--- src/rtl/ads_pkg.sv ---
// Shared constants and types for the converter serial port block
package ads_pkg;
    // ==========================================================
    // Word geometry
    localparam int WORD_W      = 24;         // Conversion result width
    localparam int CMD_W       = 8;          // Received command byte width
    localparam int FIFO_DEPTH  = 4;          // Results buffered ahead of the port
    localparam int BIT_CNT_W   = 5;

    // ==========================================================
    // Timing
    localparam int CLK_MHZ         = 25;     // System clock rate
    localparam int RDY_CLR_MAX_NS  = 300;    // Longest reset-to-ready-high, internal clock
    localparam int RDY_CLR_MAX_CYC = (RDY_CLR_MAX_NS * CLK_MHZ) / 1000;  // Rounded down
    localparam int RDY_CLR_EXT_PER = 2;      // Converter clock periods, external clock

    // Rise count at which ready goes high (bit next to the last)
    localparam logic [BIT_CNT_W-1:0] RDY_CLR_RISE = 5'(WORD_W - 1);
    localparam logic [BIT_CNT_W-1:0] CMD_LAST     = 5'(CMD_W - 1);
    localparam logic [BIT_CNT_W-1:0] CNT_ZERO     = 5'h00;
    localparam logic [BIT_CNT_W-1:0] CNT_ONE      = 5'h01;

    // ==========================================================
    // Types
    typedef logic [WORD_W-1:0] ads_word_t;

    typedef struct packed {
        logic chipSelectN;
        logic sclk;
        logic sdi;
        logic resetInputN;
    } ads_pins_s;

    typedef enum logic [0:0] {
        ST_IDLE,
        ST_FRAME
    } ads_state_e;
endpackage

--- src/rtl/ads_spi_ready.sv ---
// Serial result port with data-ready flag and result buffer
`timescale 1ns/100ps

// How it works
// - fresh result drives ready low
// - ready high at next-to-last bit's rise
// - ready line always driven
// - internal clock: reset clears ready quickly
// - external clock: reset clears ready quickly
// - serial input sampled on clock rise
// - serial output changes after clock fall
// - output released when select rises
// - output driven once select falls

// ==========================================================
// Result FIFO
module ads_fifo #(
    parameter int WIDTH = 24,
    parameter int DEPTH = 4
) (
    input  wire logic             clk,
    input  wire logic             reset,
    input  wire logic             flush,
    input  wire logic             inValid,
    output logic                  inReady,
    input  wire logic [WIDTH-1:0] inData,
    output logic                  outValid,
    input  wire logic             outReady,
    output logic      [WIDTH-1:0] outData
);
    localparam int AW = $clog2(DEPTH);

    logic [WIDTH-1:0] mem_q [DEPTH];
    logic [AW-1:0]    wrPtr_q, wrPtr_d, rdPtr_q, rdPtr_d;
    logic [AW:0]      count_q, count_d;
    logic             push, pop;

    assign inReady  = (count_q != (AW+1)'(DEPTH));
    assign outValid = (count_q != '0);
    assign outData  = mem_q[rdPtr_q];
    assign push     = inValid && inReady && !flush;
    assign pop      = outValid && outReady && !flush;

    // Pointer and fill level update
    always_comb begin
        wrPtr_d = wrPtr_q;
        rdPtr_d = rdPtr_q;
        count_d = count_q;
        if (flush) begin
            wrPtr_d = '0;
            rdPtr_d = '0;
            count_d = '0;
        end else begin
            if (push) begin
                wrPtr_d = (wrPtr_q == AW'(DEPTH-1)) ? '0 : wrPtr_q + 1'b1;
            end
            if (pop) begin
                rdPtr_d = (rdPtr_q == AW'(DEPTH-1)) ? '0 : rdPtr_q + 1'b1;
            end
            count_d = count_q + (AW+1)'(push) - (AW+1)'(pop);
        end
    end

    always_ff @(posedge clk) begin
        if (reset) begin
            wrPtr_q <= '0;
            rdPtr_q <= '0;
            count_q <= '0;
        end else begin
            wrPtr_q <= wrPtr_d;
            rdPtr_q <= rdPtr_d;
            count_q <= count_d;
        end
    end

    // Storage, written only on push
    always_ff @(posedge clk) begin
        if (push) begin
            mem_q[wrPtr_q] <= inData;
        end
    end
endmodule

// ==========================================================
// Serial port top
module ads_spi_ready
    import ads_pkg::*;
(
    input  wire logic              clk,
    input  wire logic              reset,
    input  wire logic              chipSelectN,
    input  wire logic              sclk,
    input  wire logic              sdi,
    input  wire logic              resetInputN,
    input  wire logic              extClockMode,
    input  wire logic              convValid,
    output logic                   convReady,
    input  wire ads_word_t         convData,
    output logic                   dataReadyN,
    output logic                   sdoOut,
    output logic                   sdoOe,
    output logic                   cmdValid,
    output logic       [CMD_W-1:0] cmdByte
);
    // ==========================================================
    // Pin synchronisers
    ads_pins_s  pinsMeta_q, pinsSync_q, pinsPrev_q;
    ads_pins_s  pinsNow;
    logic       sclkRise, sclkFall, csFall, inReset;

    assign pinsNow  = '{chipSelectN: chipSelectN, sclk: sclk, sdi: sdi, resetInputN: resetInputN};
    assign sclkRise = pinsSync_q.sclk && !pinsPrev_q.sclk;
    assign sclkFall = !pinsSync_q.sclk && pinsPrev_q.sclk;
    assign csFall   = !pinsSync_q.chipSelectN && pinsPrev_q.chipSelectN;
    assign inReset  = !pinsSync_q.resetInputN;

    // Two stages, then an edge-detect history stage
    always_ff @(posedge clk) begin
        if (reset) begin
            pinsMeta_q <= '{chipSelectN: 1'b1, sclk: 1'b0, sdi: 1'b0, resetInputN: 1'b1};
            pinsSync_q <= '{chipSelectN: 1'b1, sclk: 1'b0, sdi: 1'b0, resetInputN: 1'b1};
            pinsPrev_q <= '{chipSelectN: 1'b1, sclk: 1'b0, sdi: 1'b0, resetInputN: 1'b1};
        end else begin
            pinsMeta_q <= pinsNow;
            pinsSync_q <= pinsMeta_q;
            pinsPrev_q <= pinsSync_q;
        end
    end

    // ==========================================================
    // Result buffer
    logic      fifoValid, fifoPop;
    ads_word_t fifoData;

    ads_fifo #(
        .WIDTH (WORD_W),
        .DEPTH (FIFO_DEPTH)
    ) ads_fifo_inst (
        .clk      (clk),
        .reset    (reset),
        .flush    (inReset),
        .inValid  (convValid),
        .inReady  (convReady),
        .inData   (convData),
        .outValid (fifoValid),
        .outReady (fifoPop),
        .outData  (fifoData)
    );

    // ==========================================================
    // Frame state, data register and shifters
    ads_state_e           state_q, state_d;
    ads_word_t            dataReg_q, dataReg_d, txShift_q, txShift_d;
    logic                 fresh_q, fresh_d;
    logic [BIT_CNT_W-1:0] riseCnt_q, riseCnt_d;
    logic [CMD_W-1:0]     rxShift_q, rxShift_d, cmdByte_q, cmdByte_d;
    logic                 cmdValid_q, cmdValid_d;

    // Load a new result only between frames, so a read never tears
    assign fifoPop = fifoValid && !fresh_q && (state_q == ST_IDLE) && pinsSync_q.chipSelectN && !inReset;

    always_comb begin
        state_d    = state_q;
        dataReg_d  = dataReg_q;
        txShift_d  = txShift_q;
        fresh_d    = fresh_q;
        riseCnt_d  = riseCnt_q;
        rxShift_d  = rxShift_q;
        cmdByte_d  = cmdByte_q;
        cmdValid_d = 1'b0;
        if (fifoPop) begin
            dataReg_d = fifoData;
            fresh_d   = 1'b1;
        end
        case (state_q)
            ST_IDLE: begin
                if (csFall && !inReset) begin
                    state_d   = ST_FRAME;
                    txShift_d = dataReg_q;
                    riseCnt_d = CNT_ZERO;
                end
            end
            ST_FRAME: begin
                if (pinsSync_q.chipSelectN) begin
                    state_d = ST_IDLE;
                end else begin
                    if (sclkFall) begin
                        txShift_d = {txShift_q[WORD_W-2:0], 1'b0};
                    end
                    if (sclkRise) begin
                        rxShift_d = {rxShift_q[CMD_W-2:0], pinsSync_q.sdi};
                        riseCnt_d = riseCnt_q + CNT_ONE;
                        if ((riseCnt_q & CMD_LAST) == CMD_LAST) begin  // Every eighth rise ends a byte
                            cmdByte_d  = {rxShift_q[CMD_W-2:0], pinsSync_q.sdi};
                            cmdValid_d = 1'b1;
                        end
                        if (riseCnt_q + CNT_ONE == RDY_CLR_RISE) begin
                            fresh_d = 1'b0;
                        end
                    end
                end
            end
            default: begin
                state_d = ST_IDLE;
            end
        endcase
        if (inReset) begin
            fresh_d = 1'b0;
            state_d = ST_IDLE;
        end
    end

    always_ff @(posedge clk) begin
        if (reset) begin
            state_q    <= ST_IDLE;
            dataReg_q  <= '0;
            txShift_q  <= '0;
            fresh_q    <= 1'b0;
            riseCnt_q  <= CNT_ZERO;
            rxShift_q  <= '0;
            cmdByte_q  <= '0;
            cmdValid_q <= 1'b0;
        end else begin
            state_q    <= state_d;
            dataReg_q  <= dataReg_d;
            txShift_q  <= txShift_d;
            fresh_q    <= fresh_d;
            riseCnt_q  <= riseCnt_d;
            rxShift_q  <= rxShift_d;
            cmdByte_q  <= cmdByte_d;
            cmdValid_q <= cmdValid_d;
        end
    end

    // ==========================================================
    // Outputs
    assign dataReadyN = !fresh_q;
    assign sdoOut     = (state_q == ST_FRAME) ? txShift_q[WORD_W-1] : 1'b0;
    assign sdoOe      = (state_q == ST_FRAME);
    assign cmdValid   = cmdValid_q;
    assign cmdByte    = cmdByte_q;
endmodule

--- config.mk ---
export PLATFORM = sky130hd
export DESIGN_NAME = ads_spi_ready
export DESIGN_NICKNAME = d
export VERILOG_FILES = /design/src/rtl/ads_pkg.sv /design/src/rtl/ads_spi_ready.sv
export SDC_FILE = /design/constraint.sdc
export NUM_CORES = 1
export LEC_CHECK = 0
export ABC_CLOCK_PERIOD_IN_PS = 3290
export BUFFER_PORTS_ARGS = -buffer_cell sky130_fd_sc_hd__buf_2
export CORE_MARGIN = 5
export CORE_UTILIZATION = 51
export CTS_BUF_LIST = sky130_fd_sc_hd__clkbuf_16
export CTS_CLUSTER_DIAMETER = 100
export CTS_CLUSTER_SIZE = 40
export DETAILED_ROUTE_END_ITERATION = 8
export GPL_ROUTABILITY_DRIVEN = 0
export PLACE_DENSITY = 0.69
export SLEW_MARGIN = 10
export SYNTH_ARGS = -nofsm -noshare
export SYNTH_HDL_FRONTEND = slang
export SYNTH_SLANG_ARGS = --single-unit
--- constraint.sdc ---
create_clock -name clk -period 3.29 [get_ports clk]
set_clock_uncertainty 0.15 [all_clocks]
set_input_delay 0 -clock clk [delete_from_list [all_inputs] [get_ports clk]]
set_output_delay 0 -clock clk [all_outputs]
set_load 0.02 [all_outputs]
After elaboration in Yosys (flattened, before gate mapping)
Memories as Yosys holds them, arrays and structs flattened. A register that Yosys moved wholly into a read port is not among the register bits.
Index checks and enable logic that the tools add are counted.
W data, S select, Z words.
{ "op_classes": {"add_sub_neg": 5, "eq_ne": 9, "n_mux": 22, "n_bitwise": 4, "reduce_logical": 23} }
{ "op_table": {"columns": ["op", "n"], "rows": [
  ["$mux W24", 3],
  ["$pmux W24 S2", 1],
  ["$mux W5", 3],
  ["$logic_and A1 B1 Y1", 12],
  ["$mux W1", 11],
  ["$pmux W5 S2", 1],
  ["$reduce_and A3 Y1", 3],
  ["$ne A2 B2 Y1 const B", 3],
  ["$add A5 B1 Y5 const B", 1],
  ["$eq A5 B5 Y1 const B", 1],
  ["$add A2 B1 Y2 const B", 2],
  ["$eq A2 B2 Y1 const B", 2],
  ["$logic_not A1 Y1", 4],
  ["$mux W2", 2],
  ["$not A1 Y1", 4],
  ["$reduce_and A4 Y1", 1],
  ["$reduce_or A4 Y1", 1],
  ["$add A3 B1 Y3", 1],
  ["$eq A3 B3 Y1 const B", 1],
  ["$ne A3 B3 Y1 const B", 1],
  ["$reduce_bool A3 Y1", 1],
  ["$sub A3 B1 Y3", 1],
  ["$ne A2 B1 Y1 const B", 1],
  ["$pmux W1 S2", 1],
  ["$reduce_or A2 Y1", 1]
]} }
{ "word_totals": {"reg_bits": 64, "mem_bits_rw": 96, "out_inout_bits": 13, "memories": 1} }
{ "mem_list": {"columns": ["name", "words", "width", "rd", "rd_ports_with_merged_regs", "write_ports", "line", "source"], "rows": [
  ["ads_fifo_inst.mem_q", 4, 24, 1, 1, 1, "ads_spi_ready.sv:33", "logic [WIDTH-1:0] mem_q [DEPTH];"]
]} }

Longest topological paths before layout
Gate-level depths: netlist (run 1).
{ "depth": {"depth_word": 10, "depth_mapped": 11, "depth_no_buf": 9} }

Hierarchy
From an unflattened synthesis (run 1), not the netlist that was laid out.
{ "unflattened": {"cells_unflattened": 519, "area_unflattened_um2": 7050.5} }
{ "by_module_without_submodules": {"columns": ["module", "instances", "cells_per_inst", "area_per_inst_um2", "seq_area_each_um2"], "rows": [
  ["ads_fifo", 1, 179, 3955.0, 3062.9],
  ["ads_spi_ready", 1, 340, 3095.5, 1621.6]
]} }

Worst setup path before layout (run 1)
OpenSTA, ideal clock, no wires.
{ "synth_timing": {"kind": "reg-to-reg", "from": "register state_q (netlist: sdoOe)", "to": "register ads_fifo_inst.count_q[1]", "arrival_ps": 2366, "required_time_ps": 3025, "setup_slack_ps": 660, "path_stages_with_launch": 11, "n_path_buf": 2, "period_less_slack_ps": 2630, "path_cell_list": "dfxtp_1 -> nand2b_1 -> or4b_1 -> buf_2 -> clkinv_2 -> buf_4 -> ha_1 -> inv_1 -> ha_1 -> fa_1 -> and2_1"} }
{ "synth_via": {"elab_chain_len": 7} }
{ "synth_rtl": {"columns": ["element", "line", "source"], "rows": [
  ["from (decl)", "ads_spi_ready.sv:152", "ads_state_e state_q, state_d;"],
  ["from (signal assigned)", "ads_spi_ready.sv:224", "state_q <= state_d;"],
  ["$not A1 Y1", null, null],
  ["$logic_and A1 B1 Y1 (3 in series)", "ads_spi_ready.sv:160", "assign fifoPop = fifoValid && !fresh_q && (state_q == ST_IDLE) && pinsSync_q.chipSelectN && !inReset;"],
  ["$logic_and A1 B1 Y1 (2 in series)", "ads_spi_ready.sv:42", "assign pop = outValid && outReady && !flush;"],
  ["via ads_fifo_inst.pop", "ads_spi_ready.sv:36", "logic push, pop;"],
  ["$sub A3 B1 Y3", "ads_spi_ready.sv:60", "count_d = count_q + (AW+1)'(push) - (AW+1)'(pop);"],
  ["to (signal assigned)", "ads_spi_ready.sv:72", "count_q <= count_d;"],
  ["to (decl)", "ads_spi_ready.sv:35", "logic [AW:0] count_q, count_d;"]
]} }
The timed path passes the listed nets, and every way through them passes these cells.
A chain may end at the register's enable or synchronous reset.

Worst setup path in the final report (run 1)
{ "layout_timing": {"from": "register pinsSync_q[0] (netlist name)", "to": "register ads_fifo_inst.count_q[1]"} }
{ "layout_via": {"elab_chain_len": 4, "word_cells_on_any_way": 8, "classes_between": "2 x add/sub; 1 x bitwise; 5 x reduce/logical"} }
{ "layout_rtl": {"columns": ["element", "line", "source"], "rows": [
  ["from (decl)", "ads_spi_ready.sv:107", "ads_pins_s pinsMeta_q, pinsSync_q, pinsPrev_q;"],
  ["from (signal assigned)", "ads_spi_ready.sv:121", "pinsSync_q <= '{chipSelectN: 1'b1, sclk: 1'b0, sdi: 1'b0, resetInputN: 1'b1};"],
  ["from (signal assigned)", "ads_spi_ready.sv:125", "pinsSync_q <= pinsMeta_q;"],
  ["parallel branches: the longest is 4 deep, another holds $add A3 B1 Y3", null, null]
]} }
Several ways; the timed one is not identified.

==> results of run 1 <==
[worst max-delay path: stages (launching register included)]
cell and delay (ns):
dfxtp_1 0.43, nand2b_1 0.07, or4b_1 0.54, clkinv_2 0.07, ha_1 0.22, inv_1 0.06
ha_1 0.17, fa_1 0.41, and2_1 0.14
[path summary, 6_finish.rpt]
kind         slack (ns)                        to          start  cells after the start
max reg2reg        0.92  ads_fifo_inst.count_q[1]  pinsSync_q[0]                      8
min reg2reg        0.26             pinsSync_q[0]  pinsMeta_q[0]                      1
max                0.92  ads_fifo_inst.count_q[1]  pinsSync_q[0]                      8
min                0.16             pinsMeta_q[3]    chipSelectN                      3
[logic make-up after synthesis]
| group | count (synthesis) |
|---|---|
| buffers and inverters | 41 |
| muxes | 49 |
| DFF | 184 |
| and+or+nand+nor | 156 |
| AOI/OAI and AO/OA | 73 |
| adders and majority gates | 11 |
| xor gates and xnor gates | 4 |
[per-layer routing]
metal,part of all wire,global-route usage
met1,0.44,0.202
met2,0.51,0.281
met3,0.039,0.0425
met4,0.0091,0.0492
met5,0,0
[flip-flops by register name (all words and copies together) (netlist names)]
name / cells
txShift_q: 24
pinsSync_q: 4
sdoOe: 1
ads_fifo_inst.count_q: 3
rxShift_q: 7
cmdByte: 8
pinsPrev_q: 2
dataReg_q: 24
riseCnt_q: 5
ads_fifo_inst.wrPtr_q: 2
fresh_q: 1
pinsMeta_q: 4
ads_fifo_inst.rdPtr_q: 2
cmdValid: 1
ads_fifo_inst.mem_q: 96
[per-stage QoR]
| step | setup WS, ns | std cells | hold slack (ns) |
|---|---|---|---|
| finish | 0.923 | 779 | 0.163 |
| global route | 0.795 | 779 | 0.166 |
| CTS | 0.909 | 779 | 0.142 |
| detailed placement | 0.918 | 716 | 0.0374 |
| global placement | 0.972 | 716 | 0.0358 |
| floorplan | 0.660 | 518 | -0.0511 |
[power by group]
part           total [mW]  switching, mW  internal, mW
Clock                1.89          0.843          1.04
Sequential           2.73         0.0902          2.64
Combinational       0.960          0.531         0.429
[layout by cell type, fill, tap and decap left out, types with 7 or more instances in the layout]
cell type	Yosys	final
edfxtp_1	96	96
dfxtp_1	88	88
nand2_1	77	77
a21oi_1	46	45
buf_2	9	43
nor2_1	38	38
dlygate4sd3_1	0	31
mux2i_1	25	25
mux4_2	24	24
a211oi_1	23	23
clkbuf_16	0	17
buf_4	2	11
inv_1	8	10
nand3_1	10	10
ha_1	10	10
and2_1	7	7
[Yosys cell counts]
cell / n / area [um2]
a211oi_1: 23 / 173
a21oi_1: 46 / 230
a22oi_1: 3 / 22.5
and2_1: 7 / 43.8
and4bb_2: 1 / 12.5
buf_1: 5 / 18.8
buf_2: 9 / 45.0
buf_4: 2 / 15.0
clkbuf_1: 16 / 60.1
clkinv_2: 1 / 5.00
dfxtp_1: 88 / 1760
edfxtp_1: 96 / 2880
fa_1: 1 / 20.0
ha_1: 10 / 125
inv_1: 8 / 30.0
mux2i_1: 25 / 250
mux4_2: 24 / 541
nand2_1: 77 / 289
nand2b_1: 3 / 18.8
nand3_1: 10 / 50.1
nand3b_1: 2 / 15.0
nand4_1: 1 / 6.26
nand4bb_1: 1 / 11.3
nor2_1: 38 / 143
nor2b_1: 6 / 37.5
nor3_1: 1 / 5.00
nor3b_1: 1 / 7.51
nor4bb_1: 1 / 10.0
o221a_1: 1 / 11.3
or2_2: 5 / 31.3
or3_1: 1 / 6.26
or4b_1: 1 / 10.0
xnor2_1: 4 / 35.0
[cell type report]
cell class,instances,area (um2),share of cell area
Clock buffer,17,425,0.0520
Clock inverter,15,125,0.0153
Inverter,9,35.0,0.00429
Multi-Input combinational cell,293,2120,0.259
Sequential cell,184,4640,0.568
Tap cell,176,220,0.0269
Timing Repair Buffer,85,608,0.0744
[what timing repair did]
item,4_1_cts,5_1_grt
buffers inserted,0,0
endpoints found under the hold margin,107,0
hold buffers,31,0
setup endpoints to repair,0,0
==> summary.md, run 1 <==
| Metric | Value |
|---|---|
| Worst EP arrival | 2.53 ns |
| CP Max Fanout | 7 |
| Final min period | 2.37 ns |
| Initial antenna violation count | 0 |
| Max Buffers Root-to-Sink | 2 |
| Main combinational cell family by area after synthesis | multiplexers |
| Routed WL per cell | 15.5 um |
| Htree depth | 4 |
| DR vias/cell | 5.27 |
| Die span in y | 127 um |
| First-pass GRT wire length | 20,700 um |
| WP data required | 3.45 ns |
| Leak pwr | 2.81 nW |
| Dpl hpwl | 7130 um |
| Slew @ Worst Pin | 0.770 ns |
| Core area | 0.0133 mm2 |
| Mux cell area share after synthesis | 0.114 |
| Synth Area in Simple Gates | 0.101 |
| Detailed Route Iter0 Violations | 284 |
| Mapped Avg Cell Area | 13.4 um2 |
| Final period util | 0.719 |
| VDD IR max | 470 uV |
| Global Route Usage Sum | 0.163 |
| Crit path launch type | register |
| Cell Pwr Density | 683 mW/mm2 |
| Root Driver | clkbuf_16 |
| Total power | 5.58 mW |
| Synth Area in XOR/XNOR | 0.00506 |
| Post-route ant nets | 0 |
| Worst hold path class | primary input to register |
| RSZ-0062 raised after global routing | no |
| TNS Setup | 0 ns |
| Outcome | completed |
| CTS-repair resized insts | 0 |
| Final design utilization | 0.615 |
| Pre-antenna DRT Iters | 4 |
| Complex-gate fraction of the synthesized area | 0.0631 |
| Max-Cap Viols | 0 |
| Mapped Cells | 518 |
| Total wire length | 12,100 um |
| Final nets | 633 |
| Setup Crit Path Kind | register to register |
| Slew Viols, Final | 0 |
| I/O Buffers | 43 |
| Synthesized flop and latch total | 184 |
| Die width | 127 um |
| Vias in the first global route | 4,286 |
| Antenna cells | 0 |
| Vias | 4,109 |
| Synth unique cells | 33 |
| Final setup fails | 0 |
| Placed instance area | 0.00731 mm2 |
| Final instance area | 0.00817 mm2 |
| Die area | 0.0160 mm2 |
| Final hold vios | 0 |
| CTS tree | built |
| CTS Buf Count | 17 |
| DRC violations left | 0 |
| Yosys warns | 0 |
| Layout cells sized above 1 | 0.189 |
| Worst-path clk slew | 0.06 ns |
| Effective utilization at floorplan | 0.521 |
| Sequential-to-total area share from yosys stat | 0.671 |
| Fill cells | 1,049 |
| Adder-Cell Fraction of Synth Area | 0.0210 |
| Synthesized Nets | 561 |
| Relative slew slack | 0.487 |
| Largest net degree at the start of global routing | 48 |
| FP Rows | 42 |
| Mapped cell area | 0.00692 mm2 |
| Total gr overflow | 0 |
| Fmax | 423 MHz |
| Clock sink total | 184 |
| Synthesis-to-finish area growth | 18.1% |
| Boundary Pins | 45 |
| CP endpoint kind | register |
| Clk_lat worst skew | 0.42 ns |
(Power assumes the default switching activity.)
==> run 2: changes to the inputs <==
--- a/config.mk
+++ b/config.mk
@@ -5,7 +5,7 @@
 export SDC_FILE = /design/constraint.sdc
 export NUM_CORES = 1
 export LEC_CHECK = 0
-export ABC_CLOCK_PERIOD_IN_PS = 3290
+export ABC_CLOCK_PERIOD_IN_PS = 2000
 export BUFFER_PORTS_ARGS = -buffer_cell sky130_fd_sc_hd__buf_2
 export CORE_MARGIN = 5
 export CORE_UTILIZATION = 51
@@ -14,7 +14,7 @@
 export CTS_CLUSTER_SIZE = 40
 export DETAILED_ROUTE_END_ITERATION = 8
 export GPL_ROUTABILITY_DRIVEN = 0
-export PLACE_DENSITY = 0.69
+export PLACE_DENSITY = 0.72
 export SLEW_MARGIN = 10
 export SYNTH_ARGS = -nofsm -noshare
 export SYNTH_HDL_FRONTEND = slang
==> constraint.sdc (replaced) <==
create_clock -name clk -period 2 [get_ports clk]
set_clock_uncertainty 0.15 [all_clocks]
set_input_delay 0 -clock clk [delete_from_list [all_inputs] [get_ports clk]]
set_output_delay 0 -clock clk [all_outputs]
set_load 0.02 [all_outputs]
==> summary.md, run 2 (same netlist as run 1, synthesis figures left out) <==
| Metric | Value |
|---|---|
| Largest net degree at the start of global routing | 48 (unchanged) |
| Max-Cap Viols | 0 (unchanged) |
| Antenna cells | 0 (unchanged) |
| Clock sink total | 184 (unchanged) |
| Failing checks | negative setup slack |
| Reg2Reg Setup Slack | -0.26 ns (-1.19 ns) |
| FP Rows | 42 (unchanged) |
| Global Route Usage Sum | 0.168 (+0.00582) |
| Layout cells sized above 1 | 0.222 (+0.0332) |
| Regs by FF count | ads_fifo_inst.mem_q: 96 flops, dataReg_q: 24 flops, txShift_q: 24 flops |
| Setup Crit Path Kind | register to register |
| Effective utilization at floorplan | 0.521 (unchanged) |
| Initial antenna violation count | 0 (unchanged) |
| Die span in y | 127 um (unchanged) |
| FF-to-FF path depth | 8 (unchanged) |
| CTS Buf Count | 17 (unchanged) |
| Final hold vios | 0 (unchanged) |
| Max reg flops | 96 (unchanged) |
| Vias | 4,118 (+0.22%) |
| VDD IR max | 899 uV (+91%) |
| CTS tree | built |
| Place WS | -0.310 ns (-1.23 ns) |
| Commonest non-fill, non-tap cell in the layout | edfxtp_1 |
| Outcome | complete, but fails checks |
| Total wire length | 12,700 um (+5.0%) |
| Worst R2R Start | sdoOe |
| Routed WL per cell | 16.1 um (+3.8%) |
| Most frequent cells in the layout | 96 x edfxtp_1, 87 x dfxtp_1, 77 x nand2_1 |
| Root Driver | clkbuf_16 |
| Post-route ant nets | 0 (unchanged) |
| Cell Pwr Density | 1120 mW/mm2 (+63%) |
| Boundary Pins | 45 (unchanged) |
| Vias in the first global route | 4,363 (+1.8%) |
| Die width | 127 um (unchanged) |
| Clk_lat worst skew | 0.42 ns (about the same) |
| Hold Path Cell Cnt | 5 (+2) |
| Hold endpoint | ads_fifo_inst.count_q[0] |
| DR vias/cell | 5.23 (-0.93%) |
| CP endpoint kind | register |
| Reg2reg end | ads_fifo_inst.count_q[1] |
| Core area | 0.0133 mm2 (unchanged) |
| DRC violations left | 0 (unchanged) |
| Sequential standard cell area | 0.00465 mm2 (about the same) |
| Min-delay src | convValid |
| Synthesis-to-finish area growth | 21.2% |
| Final period util | 1.13 (+0.413) |
| Die area | 0.0160 mm2 (unchanged) |
| RSZ-0062 raised after global routing | yes |
| Final setup fails | 2 (+2) |
| Worst setup margin | -0.265 ns (-1.19 ns) |
| Dpl hpwl | 7350 um (+3.1%) |
| Final nets | 642 (+1.4%) |
| Relative slew slack | 0.520 (+0.0327) |
| Final min period | 2.26 ns (-0.102 ns) |
| Slew @ Worst Pin | 0.720 ns (-0.0491 ns) |
| Worst hold path class | primary input to register |
| Worst EP arrival | 2.43 ns (-0.10 ns) |
| Detailed Route Iter0 Violations | 255 (-10%) |
| Total gr overflow | 0 (unchanged) |
| CP Max Fanout | 2 (-5) |
| Multi-input gate area | 0.00217 mm2 (+2.5%) |
| Final design utilization | 0.631 (+0.0162) |
| Slew Viols, Final | 0 (unchanged) |
| Fmax | 442 MHz (+4.5%) |
| First-pass GRT wire length | 21,100 um (+2.0%) |
| Leak pwr | 2.88 nW (+2.7%) |
| Htree depth | 4 (unchanged) |
| Fill cells | 965 (-8.0%) |
| WP data required | 2.16 ns (-1.29 ns) |
| I/O Buffers | 43 (unchanged) |
| Pre-antenna DRT Iters | 4 (unchanged) |
| Crit path launch type | register |
| Largest Register | ads_fifo_inst.mem_q |
| Max Buffers Root-to-Sink | 2 (unchanged) |
| Worst-path clk slew | 0.06 ns (about the same) |
[run 2: cell count changes in the layout (fill, tap and decap cells not counted), sizes merged]
cell,delta
inv,-2
buf,+10
clkinvlp,+1
dlygate4sd3,-1
clkinv,+1
[run 2: worst max-delay path by stage]
stage          start                       end  slack, ns  cells after the start
2_1_floorplan  sdoOe  ads_fifo_inst.count_q[1]      -0.52                     10
3_3_place_gp   sdoOe  ads_fifo_inst.count_q[1]      -0.29                      8
3_5_place_dp   sdoOe  ads_fifo_inst.count_q[1]      -0.31                      8
4_1_cts        sdoOe  ads_fifo_inst.count_q[2]      -0.25                      9
5_1_grt        sdoOe  ads_fifo_inst.count_q[1]      -0.32                      8
6_report       sdoOe  ads_fifo_inst.count_q[1]      -0.26                      8
[run 2: critical path: stages (launching register included)]
cell	delay (ns)
dfxtp_4	0.34
nand2b_4	0.13
or4b_4	0.56
clkinv_4	0.07
ha_4	0.19
inv_2	0.06
ha_4	0.12
fa_2	0.41
and2_4	0.14
[run 2: report_power, final]
group          switching (mW)  internal, mW
Clock                    1.33          1.69
Combinational           0.964         0.869
Sequential              0.157          4.35
[run 2: layer usage]
layer	wire length, um	up-vias	GRT usage	share of wire
met5	0	-	0	0
met4	127	0	0.0606	0.010
met3	669	9	0.0483	0.053
met2	6520	71	0.293	0.51
met1	5350	2009	0.200	0.42
li1	-	2029	-	-
[run 2: cell type report]
class	count	share of cell area
multi-input cells	293	0.258
flip-flops and latches	184	0.554
clock buffers	17	0.0507
repair buffers	94	0.0922
inverters	9	0.00462
clock inverters	15	0.0137
well taps	176	0.0262
[run 2: metrics by stage]
stage / setup TNS, ns / std cells / power, mW / hold slack, ns / cell area [um2]
after floorplan: -1.15 / 518 / 5.82 / -0.0511 / 6970
after global placement: -0.547 / 726 / 6.25 / 0.0393 / 7520
after detailed placement: -0.601 / 726 / 6.33 / 0.0434 / 7520
after CTS: -0.497 / 789 / 9.43 / 0.0266 / 8380
after global routing: -1.71 / 788 / 9.84 / 0.0504 / 8390
final: -0.477 / 788 / 9.36 / 0.0423 / 8390
[run 2: timing repair]
action                     in CTS  in global routing
pin swaps                       2                  3
buffers inserted                1                  1
gates resized for setup         2                  4
hold buffers                   30                  0
hold endpoints to repair      116                  0
setup endpoints to repair       3                 40
==> run 3: changes to the inputs <==
--- a/config.mk
+++ b/config.mk
@@ -9,7 +9,6 @@
 export BUFFER_PORTS_ARGS = -buffer_cell sky130_fd_sc_hd__buf_2
 export CORE_MARGIN = 5
 export CORE_UTILIZATION = 51
-export CTS_BUF_LIST = sky130_fd_sc_hd__clkbuf_16
 export CTS_CLUSTER_DIAMETER = 100
 export CTS_CLUSTER_SIZE = 40
 export DETAILED_ROUTE_END_ITERATION = 8
==> summary.md, run 3 (same netlist as run 1, synthesis figures left out) <==
| Metric | Value |
|---|---|
| Fill cells | 963 (-0.21%) |
| Antenna cells | 0 (unchanged) |
| Vias in the first global route | 4,348 (-0.34%) |
| Total power | 9.46 mW (+1.1%) |
| Vias | 4,120 (+0.049%) |
| DRC violations left | 0 (unchanged) |
| Setup Crit Path Kind | register to register |
| DR vias/cell | 5.23 (about the same) |
| Dpl hpwl | 7350 um (unchanged) |
| Failing checks | negative setup slack |
| Detailed Route Iter0 Violations | 250 (-2.0%) |
| CP Launch Point | sdoOe |
| Most frequent cells in the layout | 96 x edfxtp_1, 87 x dfxtp_1, 77 x nand2_1 |
| Die area | 0.0160 mm2 (unchanged) |
| Core area | 0.0133 mm2 (unchanged) |
| Slew @ Worst Pin | 0.729 ns (+0.00879 ns) |
| Worst hold path class | primary input to register |
| Max reg flops | 96 (unchanged) |
| Max-Cap Viols | 0 (unchanged) |
| VDD IR max | 918 uV (+2.1%) |
| Final min period | 2.27 ns (+0.000938 ns) |
| Worst-path clk slew | 0.06 ns (about the same) |
| FP Rows | 42 (unchanged) |
| Reg2Reg Setup Slack | -0.27 ns (about the same) |
| Worst R2R Start | sdoOe |
| Largest Register | ads_fifo_inst.mem_q |
| Die span in y | 127 um (unchanged) |
| Final Non-Filler Cells | 788 (unchanged) |
| Met1 usage | 0.201 (+0.00151) |
| Final nets | 642 (unchanged) |
| Placed instance count | 726 (unchanged) |
| Total wire length | 12,500 um (-1.1%) |
| M2 GR Usage | 0.283 (-0.0103) |
| CTS tree | built |
| Total gr overflow | 0 (unchanged) |
| Hold WS | 0.0407 ns (-0.00168 ns) |
| Outcome | complete, but fails checks |
| Effective utilization at floorplan | 0.521 (unchanged) |
| Final period util | 1.13 (about the same) |
| First-pass GRT wire length | 20,900 um (-1.1%) |
| Worst setup margin | -0.265 ns (-0.000938 ns) |
| Synthesis-to-finish area growth | 21.5% |
| Root Driver | clkbuf_16 |
| Reg2reg end | ads_fifo_inst.count_q[1] |
| Htree depth | 4 (unchanged) |
| Met3 Use GR | 0.0488 (+0.000420) |
| Leak pwr | 2.88 nW (about the same) |
| Boundary Pins | 45 (unchanged) |
| CP endpoint kind | register |
| Regs by FF count | ads_fifo_inst.mem_q: 96 flops, dataReg_q: 24 flops, txShift_q: 24 flops |
| CP Max Fanout | 2 (unchanged) |
| Largest net degree at the start of global routing | 48 (unchanged) |
| Initial antenna violation count | 0 (unchanged) |
| Pre-antenna DRT Iters | 4 (unchanged) |
| Die width | 127 um (unchanged) |
| Final setup fails | 2 (unchanged) |
| CTS Buf Count | 17 (unchanged) |
| Layout cells sized above 1 | 0.225 (+0.00327) |
| Crit path capture | ads_fifo_inst.count_q[1] |
| Commonest non-fill, non-tap cell in the layout | edfxtp_1 |
| Worst EP arrival | 2.43 ns (about the same) |
| Final hold vios | 0 (unchanged) |
| Fmax | 441 MHz (about the same) |
| Post-route ant nets | 0 (unchanged) |
| Slew Viols, Final | 0 (unchanged) |
| Final design utilization | 0.633 (+0.00151) |
| Top Usage Layer GRT | met2 |
| TNS Setup | -0.479 ns (-0.00243 ns) |
| FF-to-FF path depth | 8 (unchanged) |
| RSZ-0062 raised after global routing | yes |
| Max Buffers Root-to-Sink | 2 (unchanged) |
| Clk_lat worst skew | 0.42 ns (about the same) |
| Relative slew slack | 0.514 (-0.00586) |
| I/O Buffers | 43 (unchanged) |
| Global Route Usage Sum | 0.166 (-0.00267) |
| Clock sink total | 184 (unchanged) |
| WP data required | 2.17 ns (about the same) |
| Cell Pwr Density | 1120 mW/mm2 (+0.84%) |
| Crit path launch type | register |
| Routed WL per cell | 15.9 um (-1.1%) |
-- run 3: cell types whose count changed in the layout (fill, tap and decap cells not counted), sizes merged --
cell | previous run | this run
clkbuf | 17 | 22
inv | 13 | 10
clkinv | 7 | 5
-- run 3: timing repair --
item	4_1_cts	5_1_grt
pin swaps	2	3
hold endpoints to repair	116	0
gates resized for setup	2	4
hold buffers	30	0
setup buffers	1	1
endpoints found under the setup margin	3	40
-- run 3: power breakdown --
group / switching [mW] / internal [mW] / total [mW]
sequential: 0.155 / 4.35 / 4.50
combinational: 0.957 / 0.870 / 1.83
clock: 1.35 / 1.79 / 3.13
total: 2.46 / 7.00 / 9.46
-- run 3: worst min-delay path by stage --
| stage | start | cells after the start | endpoint | slack [ns] |
|---|---|---|---|---|
| 6_report | convValid | 5 | ads_fifo_inst.count_q[0] | 0.04 |
| 5_1_grt | convValid | 5 | ads_fifo_inst.count_q[0] | 0.05 |
| 4_1_cts | convValid | 6 | ads_fifo_inst.wrPtr_q[0] | 0.03 |
| 3_5_place_dp | chipSelectN | 2 | pinsMeta_q[3] | 0.04 |
| 3_3_place_gp | resetInputN | 2 | pinsMeta_q[0] | 0.04 |
| 2_1_floorplan | convData[0] | 0 | ads_fifo_inst.mem_q[0][0] | -0.05 |
-- run 3: critical path, stage by stage, from the launching register on --
cell	delay [ns]
dfxtp_4	0.34
nand2b_4	0.13
or4b_4	0.56
clkinv_4	0.07
ha_4	0.19
inv_2	0.06
ha_4	0.12
fa_2	0.41
and2_4	0.14
-- run 3: final cells by class --
cell class                      instances  area [um2]  area share
Clock buffer                           22         464      0.0552
Multi-Input combinational cell        293        2170       0.258
Tap cell                              176         220      0.0262
Inverter                                9        38.8     0.00461
Sequential cell                       184        4650       0.553
Timing Repair Buffer                   94         773      0.0920
Clock inverter                         10        96.3      0.0115
-- run 3: metal layers --
layer  share of wire  vias to the layer above
met5               0                        -
met4           0.012                        0
met3           0.047                       15
met2            0.51                       81
met1            0.43                     1997
li1                -                     2027
-- run 3: stage by stage --
step,instance area (um2),setup slack [ns]
finish,8410,-0.265
global route,8410,-0.317
global placement,7520,-0.287
floorplan,6970,-0.517
detailed placement,7520,-0.310
CTS,8400,-0.253
